--- src/design/dtmf_pkg.sv ---
// Package for the tone transceiver host port: register map, fields, reset values, timing.
// Assumes a 200 MHz ref_clk and an APB master with 32-bit data.
package dtmf_pkg;
  localparam int unsigned ADDR_W = 8;
  localparam logic [7:0] OFF_DATA = 8'h00;
  localparam logic [7:0] OFF_CTRL = 8'h04;
  localparam logic [3:0] CTRL_FIRST_RESET = 4'h0;
  localparam logic [3:0] CTRL_SECOND_RESET = 4'h0;
  localparam logic [3:0] TX_RESET = 4'h0;
  localparam logic [3:0] RX_RESET = 4'h0;
  localparam int unsigned FIRST_TONE_BIT = 0;
  localparam int unsigned FIRST_MODE_BIT = 1;
  localparam int unsigned FIRST_IRQ_BIT = 2;
  localparam int unsigned FIRST_BANK_BIT = 3;
  localparam int unsigned SECOND_BURST_BIT = 0;
  localparam int unsigned STAT_TXRDY_BIT = 1;
  localparam int unsigned STAT_VALID_BIT = 2;
  localparam int unsigned STAT_DSTEER_BIT = 3;
  localparam int unsigned CLK_HZ = 200_000_000;
  localparam int unsigned BURST_MS = 51;
  localparam int unsigned BURST_CYCLES = CLK_HZ / 1000 * BURST_MS;

  typedef struct packed {
    logic early;
    logic steer;
    logic [3:0] code;
  } tone_in_s;

  typedef struct packed {
    logic [3:0] first;
    logic [3:0] second;
  } ctrl_s;
endpackage

--- src/design/dtmf_transceiver_host_port.sv ---
// Host-side register bank of a tone transceiver: data, control and status registers on APB.
// Assumes a tone detector delivers early-detect, steering level and a decoded code in sync.
//
// Design decisions made here: the placing of the registers and the APB interface to the registers.
`timescale 1ns/1ps

// Summary of operation
// RULE_01 - Five registers: tx, rx, two control, status
// RULE_02 - Receive code is read only
// RULE_03 - Transmit code is write only, selects tones
// RULE_04 - Both control registers share one address
// RULE_05 - Bank select routes only next control write
// RULE_06 - Bank select is control bit three
// RULE_07 - Host initialises control and status first
// RULE_08 - Interrupt on valid tone or burst ready
// RULE_09 - Control bit two enables interrupt, tone mode
// RULE_10 - Interrupt output is open drain
// RULE_11 - Short tones leave receive code unchanged
// RULE_12 - Valid tone latches decoded code
// RULE_13 - Code kept until next valid tone
// RULE_14 - Short dropout keeps code unchanged
// RULE_15 - Validity only after full guard time
// RULE_16 - Status bit three low during valid tone
// RULE_17 - Status bit two set, cleared by read
// RULE_18 - Receive interrupt cleared by status read
// RULE_19 - Early steering follows raw tone detection
// RULE_20 - Oscillator reference supplied from outside
// RULE_21 - Steering input sampled on own clock
module dtmf_transceiver_host_port #(
  parameter int unsigned BURST_LEN = dtmf_pkg::BURST_CYCLES
) (
  input wire logic ref_clk,
  input wire logic resetn,
  input wire logic psel,
  input wire logic penable,
  input wire logic pwrite,
  input wire logic [dtmf_pkg::ADDR_W-1:0] paddr,
  input wire logic [31:0] pwdata,
  output logic [31:0] prdata,
  output logic pready,
  output logic pslverr,
  input wire dtmf_pkg::tone_in_s toneIn,
  output logic earlySteeringOutput,
  output logic interruptProgressOutput,
  output logic interruptProgressOe,
  output logic [3:0] txCode,
  output logic toneEnable,
  output logic progressModeBit,
  output logic burstMode,
  output logic txActive
);

  dtmf_pkg::ctrl_s ctrl;
  logic [3:0] receiveCodeBits;
  logic bankPending;
  logic steerSeen;
  logic dataValid;
  logic txReady;
  logic [31:0] burstCount;
  logic burstPhase;
  logic txLoaded;

  logic access;
  logic wrData;
  logic wrCtrl;
  logic rdData;
  logic rdStat;
  logic badAddr;
  logic newCode;
  logic irqCause;
  logic burstStart;
  logic burstEnd;
  logic [31:0] next_prdata;

  assign access = psel && penable && pready;
  assign wrData = access && pwrite && paddr == dtmf_pkg::OFF_DATA;
  assign wrCtrl = access && pwrite && paddr == dtmf_pkg::OFF_CTRL;
  assign rdData = access && !pwrite && paddr == dtmf_pkg::OFF_DATA;
  assign rdStat = access && !pwrite && paddr == dtmf_pkg::OFF_CTRL;
  assign badAddr = paddr != dtmf_pkg::OFF_DATA && paddr != dtmf_pkg::OFF_CTRL;
  // Guard-qualified steering rising edge; tone decode inhibited in progress mode
  assign newCode = toneIn.steer && !steerSeen && !ctrl.first[dtmf_pkg::FIRST_MODE_BIT]; // [RULE_12] [RULE_15]

  // APB ready: no wait state, setup then access answered
  always_ff @(posedge ref_clk) begin
    if (!resetn) begin
      pready <= 1'b0;
    end else begin
      pready <= psel && !pready;
    end
  end

  always_ff @(posedge ref_clk) begin
    if (!resetn) begin
      pslverr <= 1'b0;
    end else begin
      pslverr <= psel && !pready && badAddr;
    end
  end

  // Read mux: rx data at data address, status at control address [RULE_01]
  always_comb begin
    next_prdata = 32'h0000_0000;
    if (paddr == dtmf_pkg::OFF_DATA) begin
      next_prdata[3:0] = receiveCodeBits; // [RULE_02]
    end else if (paddr == dtmf_pkg::OFF_CTRL) begin
      next_prdata[dtmf_pkg::STAT_DSTEER_BIT] = !steerSeen; // [RULE_16]
      next_prdata[dtmf_pkg::STAT_VALID_BIT] = dataValid; // [RULE_17]
      next_prdata[dtmf_pkg::STAT_TXRDY_BIT] = txReady;
      next_prdata[0] = dataValid || txReady;
    end
  end

  always_ff @(posedge ref_clk) begin
    if (!resetn) begin
      prdata <= 32'h0000_0000;
    end else if (psel && !pready && !pwrite) begin
      prdata <= next_prdata;
    end
  end

  // Transmit code, write only
  always_ff @(posedge ref_clk) begin
    if (!resetn) begin
      txCode <= dtmf_pkg::TX_RESET;
    end else if (wrData) begin
      txCode <= pwdata[3:0]; // [RULE_03]
    end
  end

  // First control register: written unless bank select was armed
  always_ff @(posedge ref_clk) begin
    if (!resetn) begin
      ctrl.first <= dtmf_pkg::CTRL_FIRST_RESET;
    end else if (wrCtrl && !bankPending) begin
      ctrl.first <= pwdata[3:0]; // [RULE_04]
    end
  end

  // Second control register: takes exactly one write after bank select
  always_ff @(posedge ref_clk) begin
    if (!resetn) begin
      ctrl.second <= dtmf_pkg::CTRL_SECOND_RESET;
    end else if (wrCtrl && bankPending) begin
      ctrl.second <= pwdata[3:0]; // [RULE_05]
    end
  end

  // Bank select armed by bit three, spent by the next control write
  always_ff @(posedge ref_clk) begin
    if (!resetn) begin
      bankPending <= 1'b0;
    end else if (wrCtrl) begin
      if (bankPending) begin
        bankPending <= 1'b0; // [RULE_05]
      end else begin
        bankPending <= pwdata[dtmf_pkg::FIRST_BANK_BIT]; // [RULE_06]
      end
    end
  end

  // Steering level sampled each clock; code latched only on qualified edge
  always_ff @(posedge ref_clk) begin
    if (!resetn) begin
      steerSeen <= 1'b0;
    end else begin
      steerSeen <= toneIn.steer; // [RULE_21] [RULE_14]
    end
  end

  always_ff @(posedge ref_clk) begin
    if (!resetn) begin
      receiveCodeBits <= dtmf_pkg::RX_RESET;
    end else if (newCode) begin
      receiveCodeBits <= toneIn.code; // [RULE_12] [RULE_13] [RULE_11]
    end
  end

  // Valid flag: set wins over status-read clear
  always_ff @(posedge ref_clk) begin
    if (!resetn) begin
      dataValid <= 1'b0;
    end else if (newCode) begin
      dataValid <= 1'b1; // [RULE_17]
    end else if (rdStat) begin
      dataValid <= 1'b0; // [RULE_18]
    end
  end

  // Last count of one burst or pause; progress mode doubles its length
  function automatic logic [31:0] burstLimit(input logic longMode);
    burstLimit = longMode ? 32'(2 * BURST_LEN - 1) : 32'(BURST_LEN - 1);
  endfunction

  // Burst timer: tone for a burst, then pause, then ready for more data
  assign burstStart = wrData && ctrl.second[dtmf_pkg::SECOND_BURST_BIT];
  assign burstEnd = txLoaded &&
    burstCount >= burstLimit(ctrl.first[dtmf_pkg::FIRST_MODE_BIT]);

  always_ff @(posedge ref_clk) begin
    if (!resetn) begin
      burstCount <= 32'h0000_0000;
    end else if (burstStart || burstEnd) begin
      burstCount <= 32'h0000_0000;
    end else if (txLoaded) begin
      burstCount <= burstCount + 32'h0000_0001;
    end
  end

  always_ff @(posedge ref_clk) begin
    if (!resetn) begin
      burstPhase <= 1'b0;
    end else if (burstStart) begin
      burstPhase <= 1'b0;
    end else if (burstEnd) begin
      burstPhase <= !burstPhase;
    end
  end

  always_ff @(posedge ref_clk) begin
    if (!resetn) begin
      txLoaded <= 1'b0;
    end else if (burstStart) begin
      txLoaded <= 1'b1;
    end else if (burstEnd && burstPhase) begin
      txLoaded <= 1'b0;
    end
  end

  // Ready flag: set after the pause wins over status-read clear
  always_ff @(posedge ref_clk) begin
    if (!resetn) begin
      txReady <= 1'b0;
    end else if (burstStart) begin
      txReady <= 1'b0;
    end else if (burstEnd && burstPhase) begin
      txReady <= 1'b1;
    end else if (rdStat) begin
      txReady <= 1'b0;
    end
  end

  always_ff @(posedge ref_clk) begin
    if (!resetn) begin
      toneEnable <= 1'b0;
    end else begin
      toneEnable <= ctrl.first[dtmf_pkg::FIRST_TONE_BIT];
    end
  end

  always_ff @(posedge ref_clk) begin
    if (!resetn) begin
      progressModeBit <= 1'b0;
    end else begin
      progressModeBit <= ctrl.first[dtmf_pkg::FIRST_MODE_BIT];
    end
  end

  always_ff @(posedge ref_clk) begin
    if (!resetn) begin
      burstMode <= 1'b0;
    end else begin
      burstMode <= ctrl.second[dtmf_pkg::SECOND_BURST_BIT];
    end
  end

  // Tone on: always when enabled, or only in the burst half in burst mode
  always_ff @(posedge ref_clk) begin
    if (!resetn) begin
      txActive <= 1'b0;
    end else begin
      txActive <= ctrl.first[dtmf_pkg::FIRST_TONE_BIT] &&
        (!ctrl.second[dtmf_pkg::SECOND_BURST_BIT] || (txLoaded && !burstPhase)); // [RULE_03]
    end
  end

  always_ff @(posedge ref_clk) begin
    if (!resetn) begin
      earlySteeringOutput <= 1'b0;
    end else begin
      earlySteeringOutput <= toneIn.early; // [RULE_19]
    end
  end

  // Open drain: only pulls low; enable high while driving
  assign irqCause = ctrl.first[dtmf_pkg::FIRST_IRQ_BIT] &&
    !ctrl.first[dtmf_pkg::FIRST_MODE_BIT] &&
    (dataValid || (txReady && ctrl.second[dtmf_pkg::SECOND_BURST_BIT])); // [RULE_08] [RULE_09]

  always_ff @(posedge ref_clk) begin
    if (!resetn) begin
      interruptProgressOutput <= 1'b0;
    end else begin
      interruptProgressOutput <= 1'b0; // [RULE_10]
    end
  end

  // Pin pulled low while an enabled interrupt cause stands
  always_ff @(posedge ref_clk) begin
    if (!resetn) begin
      interruptProgressOe <= 1'b0;
    end else begin
      interruptProgressOe <= irqCause; // [RULE_18]
    end
  end

endmodule

--- config.mk ---
export PLATFORM = sky130hd
export DESIGN_NAME = dtmf_transceiver_host_port
export DESIGN_NICKNAME = d
export VERILOG_FILES = /design/src/design/dtmf_pkg.sv /design/src/design/dtmf_transceiver_host_port.sv
export SDC_FILE = /design/constraint.sdc
export NUM_CORES = 1
export LEC_CHECK = 0
export BUFFER_PORTS_ARGS = -buffer_cell sky130_fd_sc_hd__buf_4
export CAP_MARGIN = 25
export CELL_PAD_IN_SITES_DETAIL_PLACEMENT = 1
export CELL_PAD_IN_SITES_GLOBAL_PLACEMENT = 1
export CORE_ASPECT_RATIO = 0.5
export CORE_MARGIN = 1.5
export CORE_UTILIZATION = 40
export CTS_CLUSTER_SIZE = 16
export DETAILED_ROUTE_END_ITERATION = 10
export GPL_TIMING_DRIVEN = 0
export PLACE_DENSITY_LB_ADDON = 0.1
export SLEW_MARGIN = 20
export SYNTH_ARGS = -nofsm -noshare
export SYNTH_HDL_FRONTEND = slang
export SYNTH_SLANG_ARGS = --single-unit
--- constraint.sdc ---
create_clock -name ref_clk -period 5.91 [get_ports ref_clk]
set_input_delay 1.182 -clock ref_clk [delete_from_list [all_inputs] [get_ports ref_clk]]
set_output_delay 1.182 -clock ref_clk [all_outputs]
set_load 0.005 [all_outputs]
==> summary.md, run 1 <==
| Metric | Value |
|---|---|
| Crit path max fanout | 10 |
| CTS Sinks | 62 |
| Required time of the critical path | 6.13 ns |
| Leading area contributor after synthesis | dfxtp_1 |
| First-pass GRT wire length | 11,900 µm |
| Vias | 2,499 |
| Register bit total from synthesis | 62 |
| Residual DRC | 5 |
| Crit path launch type | primary input |
| Most frequent CP cell | buf_6 |
| Crit Path Category | primary input to flop |
| Finished Cell Area | 3880 µm² |
| Initial antenna violation count | 0 |
| Synth area leaders | dfxtp_1 (41%), buf_4 (7.2%), ha_1 (5.0%) |
| CP arrival | roughly 3.4 ns |
| Final Cycle Share | 54.2% |
| Placement-stage cell area | 3530 µm² |
| Post-CTS setup buffers | 0 |
| Synth top area share | 41.0% |
| Total Wirelength | 7190 µm |
| Post-synth cell types | slightly above 40 |
| Sequential fraction of the synthesis area | 41.0% |
| Cell count after synthesis | 334 |
| Max rail drop VDD | around 0.17 mV |
| Vias/cell | 4.89 |
| Largest net degree at the start of global routing | 12 |
| Clock transition at the registers of the reported paths | 0.05 ns |
| Vias in the first global route | 2,537 |
| Gates resized, CTS repair | 0 |
| Largest delay share family, worst path | simple AND/OR/NAND/NOR gates |
| Worst Skew | 0.00791 ns |
| Final Hold Vio Count | 0 |
| XOR/XNOR share of the synthesized area | 6.95% |
| CTS Root Cell | clkbuf_16 |
| Crit path time final | ~3.2 ns |
| RD Place Congestion | 0.794 |
| Mapped Area | 3030 µm² |
| Total power | 1.09 mW |
| GRT overflow | 0 |
| GRT Util Overall | 18.9% |
| # diodes | 0 |
| Num CTS Buffers | 9 |
| Count of final setup violators | 0 |
| Bufs on Longest Clock Path | 2 |
| Post-synthesis adder-cell area fraction | 4.96% |
| Hold Buf Count CTS | 0 |
| Synth Area in Compound Gates | 8.14% |
| Violated checks | DRC |
| Pwr dens | between 200 and 300 nW/µm² |
| Simple-gate share of the synthesized area | 25.1% |
| CP peak stage delay | 0.64 ns |
| Layout net count | 473 |
| Clock Latency Late Sink | 0.33 ns |
| CTS tree | built |
| Hold Path Depth | 2 |
| Max-slew headroom | 40.4% |
| Critical Path End Type | flop |
| PortBufs | 37 |
| IO Count | 96 |
| Crit-path cells | buf_4 -> or4_1 -> nor4_2 -> nand4_1 -> nand2_1 -> or3_1 -> buf_6 -> buf_6 -> nor2_2 |
| WL/cell | 14.1 µm |
| Worst path bufs/invs | 3 |
| Die ar. | 8130 µm² |
| Post-synth top flop | dfxtp_1 |
| Post-synth EDFFs | 0 |
| Setup tns final | 0 ns |
| DR pass1 iterations | 10 |
| Worst-case reg-to-reg path depth | 10 |
| Ys Warns | 0 |
| Die height | about 65 µm |
| Slew Viols, Final | 0 |
| Syn avg cell area | 9.06 µm² |
| Drt initial violations | 94 |
| Status | finished with violations |
| Max-Cap Viols | 0 |
| H-Tree Depth | 3 |
| Final HPWL DP | 5270 µm |
| Filler Cell Count | 850 |
| Worst-Margin Slew | 0.892 ns |
| Layout area overhead | 28.1% |
| Core area | 7320 µm² |
| Crit. path cell count | 9 |
| Chip width | between 100 and 150 µm |
| Tightest Hold Check Type | flop to flop |
| RSZ-0062 raised after global routing | false |
| Post-synthesis mux area share | about 3.7% |
| Top achievable clock speed | 0.312 GHz |
| Synth async-reset ratio | 0% |
| Layout cells sized above 1 | 24.3% |
| Slowest-stage cell, CP | nor4_2 |
| Row count | 22 |
| Initial Utilization | 41.3% |
| Leakage | 1.67 nW |
| Largest family of logic cells by synthesized area | simple AND/OR/NAND/NOR gates |
| Post-route antenna net violation count | 0 |
power by group:
group / internal [mW] / total, mW / switching (mW) / leakage [nW]
clock network: 0.422 / 0.612 / 0.190 / 0.172
logic: 0.0325 / 0.0569 / 0.0244 / 0.993
registers: 0.422 / 0.424 / 0.00223 / 0.501
total: 0.877 / 1.09 / 0.216 / 1.67
worst paths after layout:
| kind | slack, ns | from | end |
|---|---|---|---|
| min reg2reg | 0.43 | ctrl[6] | interruptProgressOe |
| max | 2.71 | paddr[6] | burstCount[27] |
| max reg2reg | 3.09 | ctrl[5] | burstCount[19] |
| min | 0.43 | ctrl[6] | interruptProgressOe |
metrics by stage:
step / std cells / util, % / worst slack (ns) / hold slack, ns
2_1_floorplan: 362 / - / 2.88 / 0.411
3_3_place_gp: 495 / 48.2 / 2.44 / 0.434
3_5_place_dp: 495 / 48.2 / 2.32 / 0.431
4_1_cts: 511 / 53.0 / 2.67 / 0.438
5_1_grt: 511 / 53.0 / 2.48 / 0.455
6_report: 511 / 53.0 / 2.71 / 0.432
metal layers:
| metal | share of wire, % | vias to the layer above | track usage (%) |
|---|---|---|---|
| met5 | 0 | - | 0 |
| met4 | 1.3 | 0 | 7.04 |
| met3 | 6.7 | 8 | 7.18 |
| met2 | 46 | 64 | 33.6 |
| met1 | 46 | 1174 | 20.9 |
| li1 | - | 1253 | - |
worst min-delay path: stages, from the launching register on:
cell,delay [ns]
dfxtp_1,0.30
nand2_1,0.05
nor3_1,0.03
cell families (layout without fill, tap and decap cells):
logic type | Yosys count | count (layout)
DFF | 62 | 62
buffers and inverters | 44 | 97
and+or+nand+nor | 142 | 142
other | 1 | 29
xor gates and xnor gates | 24 | 24
adders and majority gates | 12 | 12
AOI/OAI and AO/OA | 38 | 38
muxes | 11 | 11
layout make-up:
type / instances / area (µm²) / area share (%)
Multi-Input combinational cell: 256 / 1590 / 40.9
Sequential cell: 62 / 1240 / 32.0
Timing Repair Buffer: 37 / 278 / 7.16
Tap cell: 96 / 120 / 3.10
Clock buffer: 10 / 239 / 6.16
Buffer: 38 / 282 / 7.26
Inverter: 6 / 22.5 / 0.581
Clock inverter: 6 / 109 / 2.81
cell usage after synthesis (3+ instances only):
cell type and count:
nand4b_1 4, ha_1 12, xor2_1 15, a21oi_1 10, o21ai_0 7, nand2_1 26, a21boi_0 9, xnor2_1 9
nand4_1 10, nor2b_1 11, dfxtp_1 62, nand3_1 11, or4_1 3, mux2i_1 9, nor3b_1 4, buf_6 4
and2_1 6, a31oi_1 3, clkbuf_1 5, or3_1 3, nor3_1 5, nor2_1 32, inv_1 6, nor2_2 10
and3_1 8, buf_4 29
layout by cell type (no fill, tap or decap), types with 6 or more instances in the layout:
| cell | n |
|---|---|
| nor2_2 | 10 |
| dfxtp_1 | 62 |
| and3_1 | 8 |
| xor2_1 | 15 |
| mux2i_1 | 9 |
| inv_1 | 6 |
| nor2_1 | 32 |
| ha_1 | 12 |
| and2_1 | 6 |
| clkbuf_16 | 9 |
| nand2_1 | 26 |
| nand4_1 | 10 |
| a21boi_0 | 9 |
| xnor2_1 | 9 |
| nor2b_1 | 11 |
| buf_4 | 66 |
| nand3_1 | 11 |
| a21oi_1 | 10 |
| conb_1 | 29 |
| o21ai_0 | 7 |
state kept, by name, summed over array words and instances, names as in the netlist:
signal               count
txReady                  1
txCode                   4
burstCount              32
dataValid                1
prdata                   4
earlySteeringOutput      1
interruptProgressOe      1
ctrl                     4
pready                   1
burstPhase               1
bankPending              1
txLoaded                 1
steerSeen                1
burstMode                1
progressModeBit          1
toneEnable               1
receiveCodeBits          4
pslverr                  1
txActive                 1
No activity file was read; power rests on OpenSTA's default activity.
==> inputs of run 2 (changes only) <==
--- a/config.mk
+++ b/config.mk
@@ -11,7 +11,7 @@
 export CELL_PAD_IN_SITES_GLOBAL_PLACEMENT = 1
 export CORE_ASPECT_RATIO = 0.5
 export CORE_MARGIN = 1.5
-export CORE_UTILIZATION = 40
+export CORE_UTILIZATION = 34
 export CTS_CLUSTER_SIZE = 16
 export DETAILED_ROUTE_END_ITERATION = 10
 export GPL_TIMING_DRIVEN = 0
==> constraint.sdc (replaced) <==
create_clock -name ref_clk -period 2.9 [get_ports ref_clk]
set_input_delay 0.58 -clock ref_clk [delete_from_list [all_inputs] [get_ports ref_clk]]
set_output_delay 0.58 -clock ref_clk [all_outputs]
set_load 0.005 [all_outputs]
==> run 2 against run 1 <==
Net effect: the flow now finishes without violations; flip-flop and latch count is the same; routed wire length is essentially flat; combinational power increased by 100%; clock skew down 0.0016 ns; largest power group unchanged; sequential share of layout area up 0.053 points; critical path type is now flop to flop; setup slack got worse by 2.4 ns; global-route usage shrank 2.3 points; cell count up 4.1%; die area rose by 17%; critical endpoint is now burstCount[30]; register-to-register slack worse by 2.8 ns; power increased by 94%; largest cell class unchanged.
==> summary.md, run 2 (same netlist as run 1, synthesis figures left out) <==
| Metric | Value |
|---|---|
| Status | complete, no violations |
| CP peak stage delay | 0.47 ns (-0.17 ns) |
| Post-route setup slack | 0.280 ns (-2.43 ns) |
| Top achievable clock speed | 0.382 GHz |
| CP arrival | 2.84 ns (-0.58 ns) |
| Most flops, register | burstCount |
| Crit path launch | ctrl[5] |
| WL/cell | 13.5 µm (-3.9%) |
| Largest net degree at the start of global routing | 11 (-1) |
| Crit path max fanout | 10 (unchanged) |
| Final Cycle Share | 90.3% |
| FF-to-FF Start | ctrl[5] |
| Placement-stage cell area | 3560 µm² (+0.74%) |
| R2R setup slack | 0.28 ns (-2.81 ns) |
| Tightest Hold Check Type | flop to flop |
| Crit path time final | 2.62 ns |
| Commonest non-fill, non-tap cell in the layout | buf_4 |
| P_sw | 0.419 mW (+94%) |
| First-pass GRT wire length | 12,200 µm (+3.3%) |
| Pwr dens | 547 nW/µm² (+94%) |
| Power share of the sequential group | 40.8% (+2.0 points) |
| Max reg flops | 32 (unchanged) |
| Vias/cell | 4.65 (-4.9%) |
| Post-route antenna net violation count | 0 (unchanged) |
| CTS Sinks | 62 (unchanged) |
| Worst-case reg-to-reg path depth | 9 (-1) |
| Clock power frac | 53.8% (-2.2 points) |
| RSZ-0062 raised after global routing | false |
| Clock transition at the registers of the reported paths | 0.05 ns (about the same) |
| Crit Path Category | flop to flop |
| Filler Cell Count | 1,026 (+21%) |
| Worst Skew | 0.00627 ns (-0.00164 ns) |
| Post-route insts no fill | 532 (+4.1%) |
| Vias | 2,474 (-1.0%) |
| Max rail drop VDD | 0.333 mV (+100%) |
| Register area | 1240 µm² (+0.10%) |
| PortBufs | 37 (unchanged) |
| IO Count | 96 (unchanged) |
| Initial antenna violation count | 0 (unchanged) |
| P_int | 1.70 mW (+94%) |
| Die height | 69.7 µm (+8.1%) |
| GRT overflow | 0 (unchanged) |
| H-Tree Depth | 3 (unchanged) |
| Layout cells sized above 1 | 23.9% (-0.48 points) |
| GRT Util Overall | 16.6% (-2.3 points) |
| DR pass1 iterations | 4 (-6) |
| Slowest-stage cell, CP | dfxtp_2 |
| Placed insts | 516 (+4.2%) |
| # diodes | 0 (unchanged) |
| Slew Viols, Final | 0 (unchanged) |
| Layout net count | 473 (unchanged) |
| CTS Root Cell | clkbuf_16 |
| Commonest non-fill, non-tap cells in the layout | buf_4 (66), dfxtp_1 (61), nor2_1 (32) |
| Count of final setup violators | 0 (unchanged) |
| Chip width | 136 µm (+8.3%) |
| Pre-CTS setup slack | -0.0185 ns (-2.34 ns) |
| Vias in the first global route | 2,630 (+3.7%) |
| Crit-path cells | inv_1 -> ha_1 -> nand4b_1 -> or3_1 -> a211oi_1 -> or3_1 -> buf_6 -> buf_6 -> nor2_2 |
| Total Wirelength | 7190 µm (about the same) |
| CTS tree | built |
| Max-slew headroom | 41.7% (+1.3 points) |
| Required time of the critical path | 3.12 ns (-3.01 ns) |
| Crit path to | burstCount[30] |
| Initial Utilization | 34.9% (-6.5 points) |
| RR Endpoint | burstCount[30] |
| Min Hold Slack | 0.442 ns (+0.00949 ns) |
| Worst-Margin Slew | 0.872 ns (-0.0195 ns) |
| Clock Latency Late Sink | 0.33 ns (about the same) |
| Max-Cap Viols | 0 (unchanged) |
| Final Hold Vio Count | 0 (unchanged) |
| Area of the multi-input gates | 1590 µm² (unchanged) |
| Row count | 24 (+9.1%) |
| Die ar. | 9510 µm² (+17%) |
| RD Place Congestion | 0.785 (-1.2%) |
| Crit path launch type | flop |
| Bufs on Longest Clock Path | 2 (unchanged) |
| Final HPWL DP | 5500 µm (+4.4%) |
| Num CTS Buffers | 9 (unchanged) |
| Drt initial violations | 65 (-31%) |
| Sw frac | 19.8% (-0.033 points) |
| Comb power frac | 5.4% (+0.2 points) |
| Leakage | 1.64 nW (-1.3%) |
| Core area | 8680 µm² (+19%) |
| Layout area overhead | 28.0% (about the same) |
| Critical Path End Type | flop |
| Residual DRC | 0 (-5) |
| Finished Cell Area | 3870 µm² (about the same) |
run 2: cell count changes in the layout (fill, tap and decap cells not counted):
cell and change:
clkbuf_1 +3, dfxtp_1 -1, clkinvlp_4 +1, bufinv_16 -1
dfxtp_2 +1, clkinv_2 -2, clkinv_4 -1
run 2: power groups by stage:
stage	logic, mW	clock network [mW]	registers, mW
finish	0.115	1.14	0.865
global route	0.127	1.21	0.865
CTS	0.114	1.17	0.865
detailed placement	0.113	0	0.883
global placement	0.111	0	0.882
floorplan	0.0745	0	0.881
run 2: how the worst min path moves through the flow:
stage / start / cells past startpoint / slack [ns] / end
3_5_place_dp: ctrl[6] / 2 / 0.44 / interruptProgressOe
2_1_floorplan: ctrl[6] / 2 / 0.41 / interruptProgressOe
3_3_place_gp: ctrl[6] / 2 / 0.43 / interruptProgressOe
4_1_cts: ctrl[6] / 2 / 0.44 / interruptProgressOe
6_report: ctrl[6] / 2 / 0.44 / interruptProgressOe
5_1_grt: toneIn[4] / 2 / 0.46 / steerSeen
run 2: area by class of cell:
type                       count  share of cell area [%]
multi-input combinational    256                    40.9
sequential                    62                    32.1
buffer                        38                    7.27
timing repair buffer          37                    7.17
clock buffer                  13                    6.46
tap                          117                    3.78
clock inverter                 3                    1.74
inverter                       6                   0.581
run 2: through the flow:
stage / utilization (%) / power [mW] / setup TNS [ns]
2_1_floorplan: - / 0.956 / 0
3_3_place_gp: 41.0 / 0.993 / -0.00611
3_5_place_dp: 41.0 / 0.996 / -0.139
4_1_cts: 44.6 / 2.15 / 0
5_1_grt: 44.7 / 2.20 / 0
6_report: 44.7 / 2.12 / 0
run 2: critical path: cells and delay by family (launching register included):
family,cells,cell delay (ns)
compound gates,1,0.45
simple gates,4,0.78
flops,1,0.47
buf+inv,3,0.49
fa+ha+maj,1,0.32
run 2: repair_timing:
| action | 4_1_cts | 5_1_grt |
|---|---|---|
| endpoints found under the setup margin | 0 | 30 |
| setup buffers | 0 | 0 |
| gates resized for setup | 0 | 1 |
| hold buffers | 0 | 0 |
| hold endpoints to repair | 0 | 0 |
run 2: layer usage:
| layer | track usage (%) | vias up | routed length, µm |
|---|---|---|---|
| met5 | 0 | - | 0 |
| met3 | 5.12 | 10 | 453 |
| li1 | - | 1247 | - |
| met4 | 6.74 | 0 | 114 |
| met2 | 28.8 | 65 | 3410 |
| met1 | 19.0 | 1152 | 3220 |
==> inputs of run 3 (changes only) <==
--- a/config.mk
+++ b/config.mk
@@ -10,7 +10,7 @@
 export CELL_PAD_IN_SITES_DETAIL_PLACEMENT = 1
 export CELL_PAD_IN_SITES_GLOBAL_PLACEMENT = 1
 export CORE_ASPECT_RATIO = 0.5
-export CORE_MARGIN = 1.5
+export CORE_MARGIN = 2
 export CORE_UTILIZATION = 34
 export CTS_CLUSTER_SIZE = 16
 export DETAILED_ROUTE_END_ITERATION = 10
==> run 3 against run 2 <==
Net effect: utilization is 0.16 points higher; setup slack better by 0.015 ns; routed wire length is 0.21% higher.
==> summary.md, run 3 (same netlist as run 1, synthesis figures left out) <==
| Metric | Value |
|---|---|
| Crit path launch type | flop |
| GRT overflow | 0 (unchanged) |
| Min Hold Slack | 0.452 ns (+0.00967 ns) |
| Max-Cap Viols | 0 (unchanged) |
| Status | complete, no violations |
| Leakage | 1.66 nW (+0.65%) |
| Largest net degree at the start of global routing | 11 (unchanged) |
| First-pass GRT wire length | 11,800 µm (-3.5%) |
| Total Wirelength | 7210 µm (+0.21%) |
| Max reg flops | 32 (unchanged) |
| Initial Utilization | 34.9% (unchanged) |
| Residual DRC | 0 (unchanged) |
| Crit path max fanout | 10 (unchanged) |
| Worst Skew | 0.00567 ns (-0.000599 ns) |
| Critical Path End Type | flop |
| Core area | 8680 µm² (unchanged) |
| Max rail drop VDD | 0.264 mV (-21%) |
| Area of the multi-input gates | 1590 µm² (unchanged) |
| Max-slew headroom | 40.4% (-1.3 points) |
| Pwr dens | 563 nW/µm² (+2.8%) |
| Die ar. | 9720 µm² (+2.2%) |
| CTS Root Cell | clkbuf_16 |
| Register area | 1240 µm² (unchanged) |
| Placement-stage cell area | 3560 µm² (unchanged) |
| CP arrival | 2.87 ns (+0.03 ns) |
| Drt initial violations | 71 (+9.2%) |
| Layout cells sized above 1 | 23.9% (unchanged) |
| Filler Cell Count | 1,042 (+1.6%) |
| Crit path time final | 2.61 ns (-0.0151 ns) |
| Vias/cell | 4.68 (+0.65%) |
| CTS tree | built |
| Finished Cell Area | 3890 µm² (+0.36%) |
| # diodes | 0 (unchanged) |
| Required time of the critical path | 3.16 ns (+0.04 ns) |
| Clock Latency Late Sink | 0.33 ns (about the same) |
| Tightest Hold Check Type | flop to flop |
| Final Hold Vio Count | 0 (unchanged) |
| Layout net count | 473 (unchanged) |
| R2R setup slack | 0.29 ns (+0.02 ns) |
| H-Tree Depth | 3 (unchanged) |
| Chip width | 137 µm (+0.73%) |
| Bufs on Longest Clock Path | 2 (unchanged) |
| PortBufs | 37 (unchanged) |
| Most flops, register | burstCount |
| Initial antenna violation count | 0 (unchanged) |
| Layout area overhead | 28.5% |
| DR pass1 iterations | 4 (unchanged) |
| Worst-Margin Slew | 0.892 ns (+0.0191 ns) |
| RSZ-0062 raised after global routing | false |
| Row count | 24 (unchanged) |
| Clock transition at the registers of the reported paths | 0.05 ns (about the same) |
| Hold Buf Count CTS | 0 (unchanged) |
| Vias in the first global route | 2,528 (-3.9%) |
| Commonest non-fill, non-tap cell in the layout | buf_4 |
| CTS Sinks | 62 (unchanged) |
| GRT Util Overall | 15.8% (-0.80 points) |
| Commonest non-fill, non-tap cells in the layout | buf_4 (66), dfxtp_1 (61), nor2_1 (32) |
| Post-route antenna net violation count | 0 (unchanged) |
| Final HPWL DP | 5440 µm (-1.1%) |
| Top achievable clock speed | 0.384 GHz (+0.58%) |
| Setup tns final | 0 ns (unchanged) |
| Num CTS Buffers | 9 (unchanged) |
| Crit Path Category | flop to flop |
| RD Place Congestion | 0.771 (-1.8%) |
| Count of final setup violators | 0 (unchanged) |
| Die height | 70.7 µm (+1.4%) |
| Vias | 2,490 (+0.65%) |
| Final Cycle Share | 89.8% (-0.52 points) |
| IO Count | 96 (unchanged) |
| WL/cell | 13.5 µm (+0.21%) |
| Slew Viols, Final | 0 (unchanged) |
[run 3: path summary, 6_finish.rpt]
| check | start | end | cells after the start |
|---|---|---|---|
| setup reg to reg | ctrl[5] | burstCount[28] | 10 |
| setup / recovery | ctrl[5] | burstCount[28] | 10 |
| hold / removal | ctrl[6] | interruptProgressOe | 2 |
| hold reg to reg | ctrl[6] | interruptProgressOe | 2 |
[run 3: through the flow]
stage | std cells | power, mW | worst slack [ns] | util, %
after floorplan | 362 | 0.956 | 0.477 | -
after global placement | 516 | 0.994 | 0.0640 | 41.0
after detailed placement | 516 | 0.996 | -0.0274 | 41.0
after CTS | 532 | 2.22 | 0.0535 | 44.8
after global routing | 532 | 2.28 | 0.119 | 44.8
final | 532 | 2.19 | 0.295 | 44.8
[run 3: metal layers]
layer | vias up | part of all wire [%] | GRT usage [%]
li1 | 1249 | - | -
met1 | 1169 | 45 | 18.3
met2 | 62 | 49 | 27.6
met3 | 10 | 5.2 | 5.38
met4 | 0 | 1.4 | 5.15
met5 | - | 0 | 0
[run 3: area by class of cell]
class / instances / share of cell area, %
Buffer: 38 / 7.24
Clock buffer: 12 / 6.08
Clock inverter: 4 / 2.45
Inverter: 6 / 0.579
Multi-Input combinational cell: 256 / 40.8
Sequential cell: 62 / 31.9
Tap cell: 117 / 3.76
Timing Repair Buffer: 37 / 7.14
[run 3: worst max-delay path, stage by stage (launching register included)]
cell and delay [ns]:
dfxtp_2 0.46, inv_1 0.20, ha_1 0.33, nand4b_1 0.11, nor2_1 0.06, o31a_1 0.25
o31a_1 0.32, or3_1 0.38, buf_6 0.15, buf_6 0.15, nor2_2 0.11
[run 3: repair_timing]
| item | 4_1_cts | 5_1_grt |
|---|---|---|
| endpoints found under the setup margin | 0 | 30 |
| gates resized for setup | 0 | 1 |
| setup buffers | 0 | 0 |
[run 3: power breakdown]
part,switching [mW],internal (mW),leakage [nW],total (mW)
combinational,0.0483,0.0662,0.993,0.115
sequential,0.00435,0.860,0.502,0.865
clock,0.372,0.838,0.161,1.21
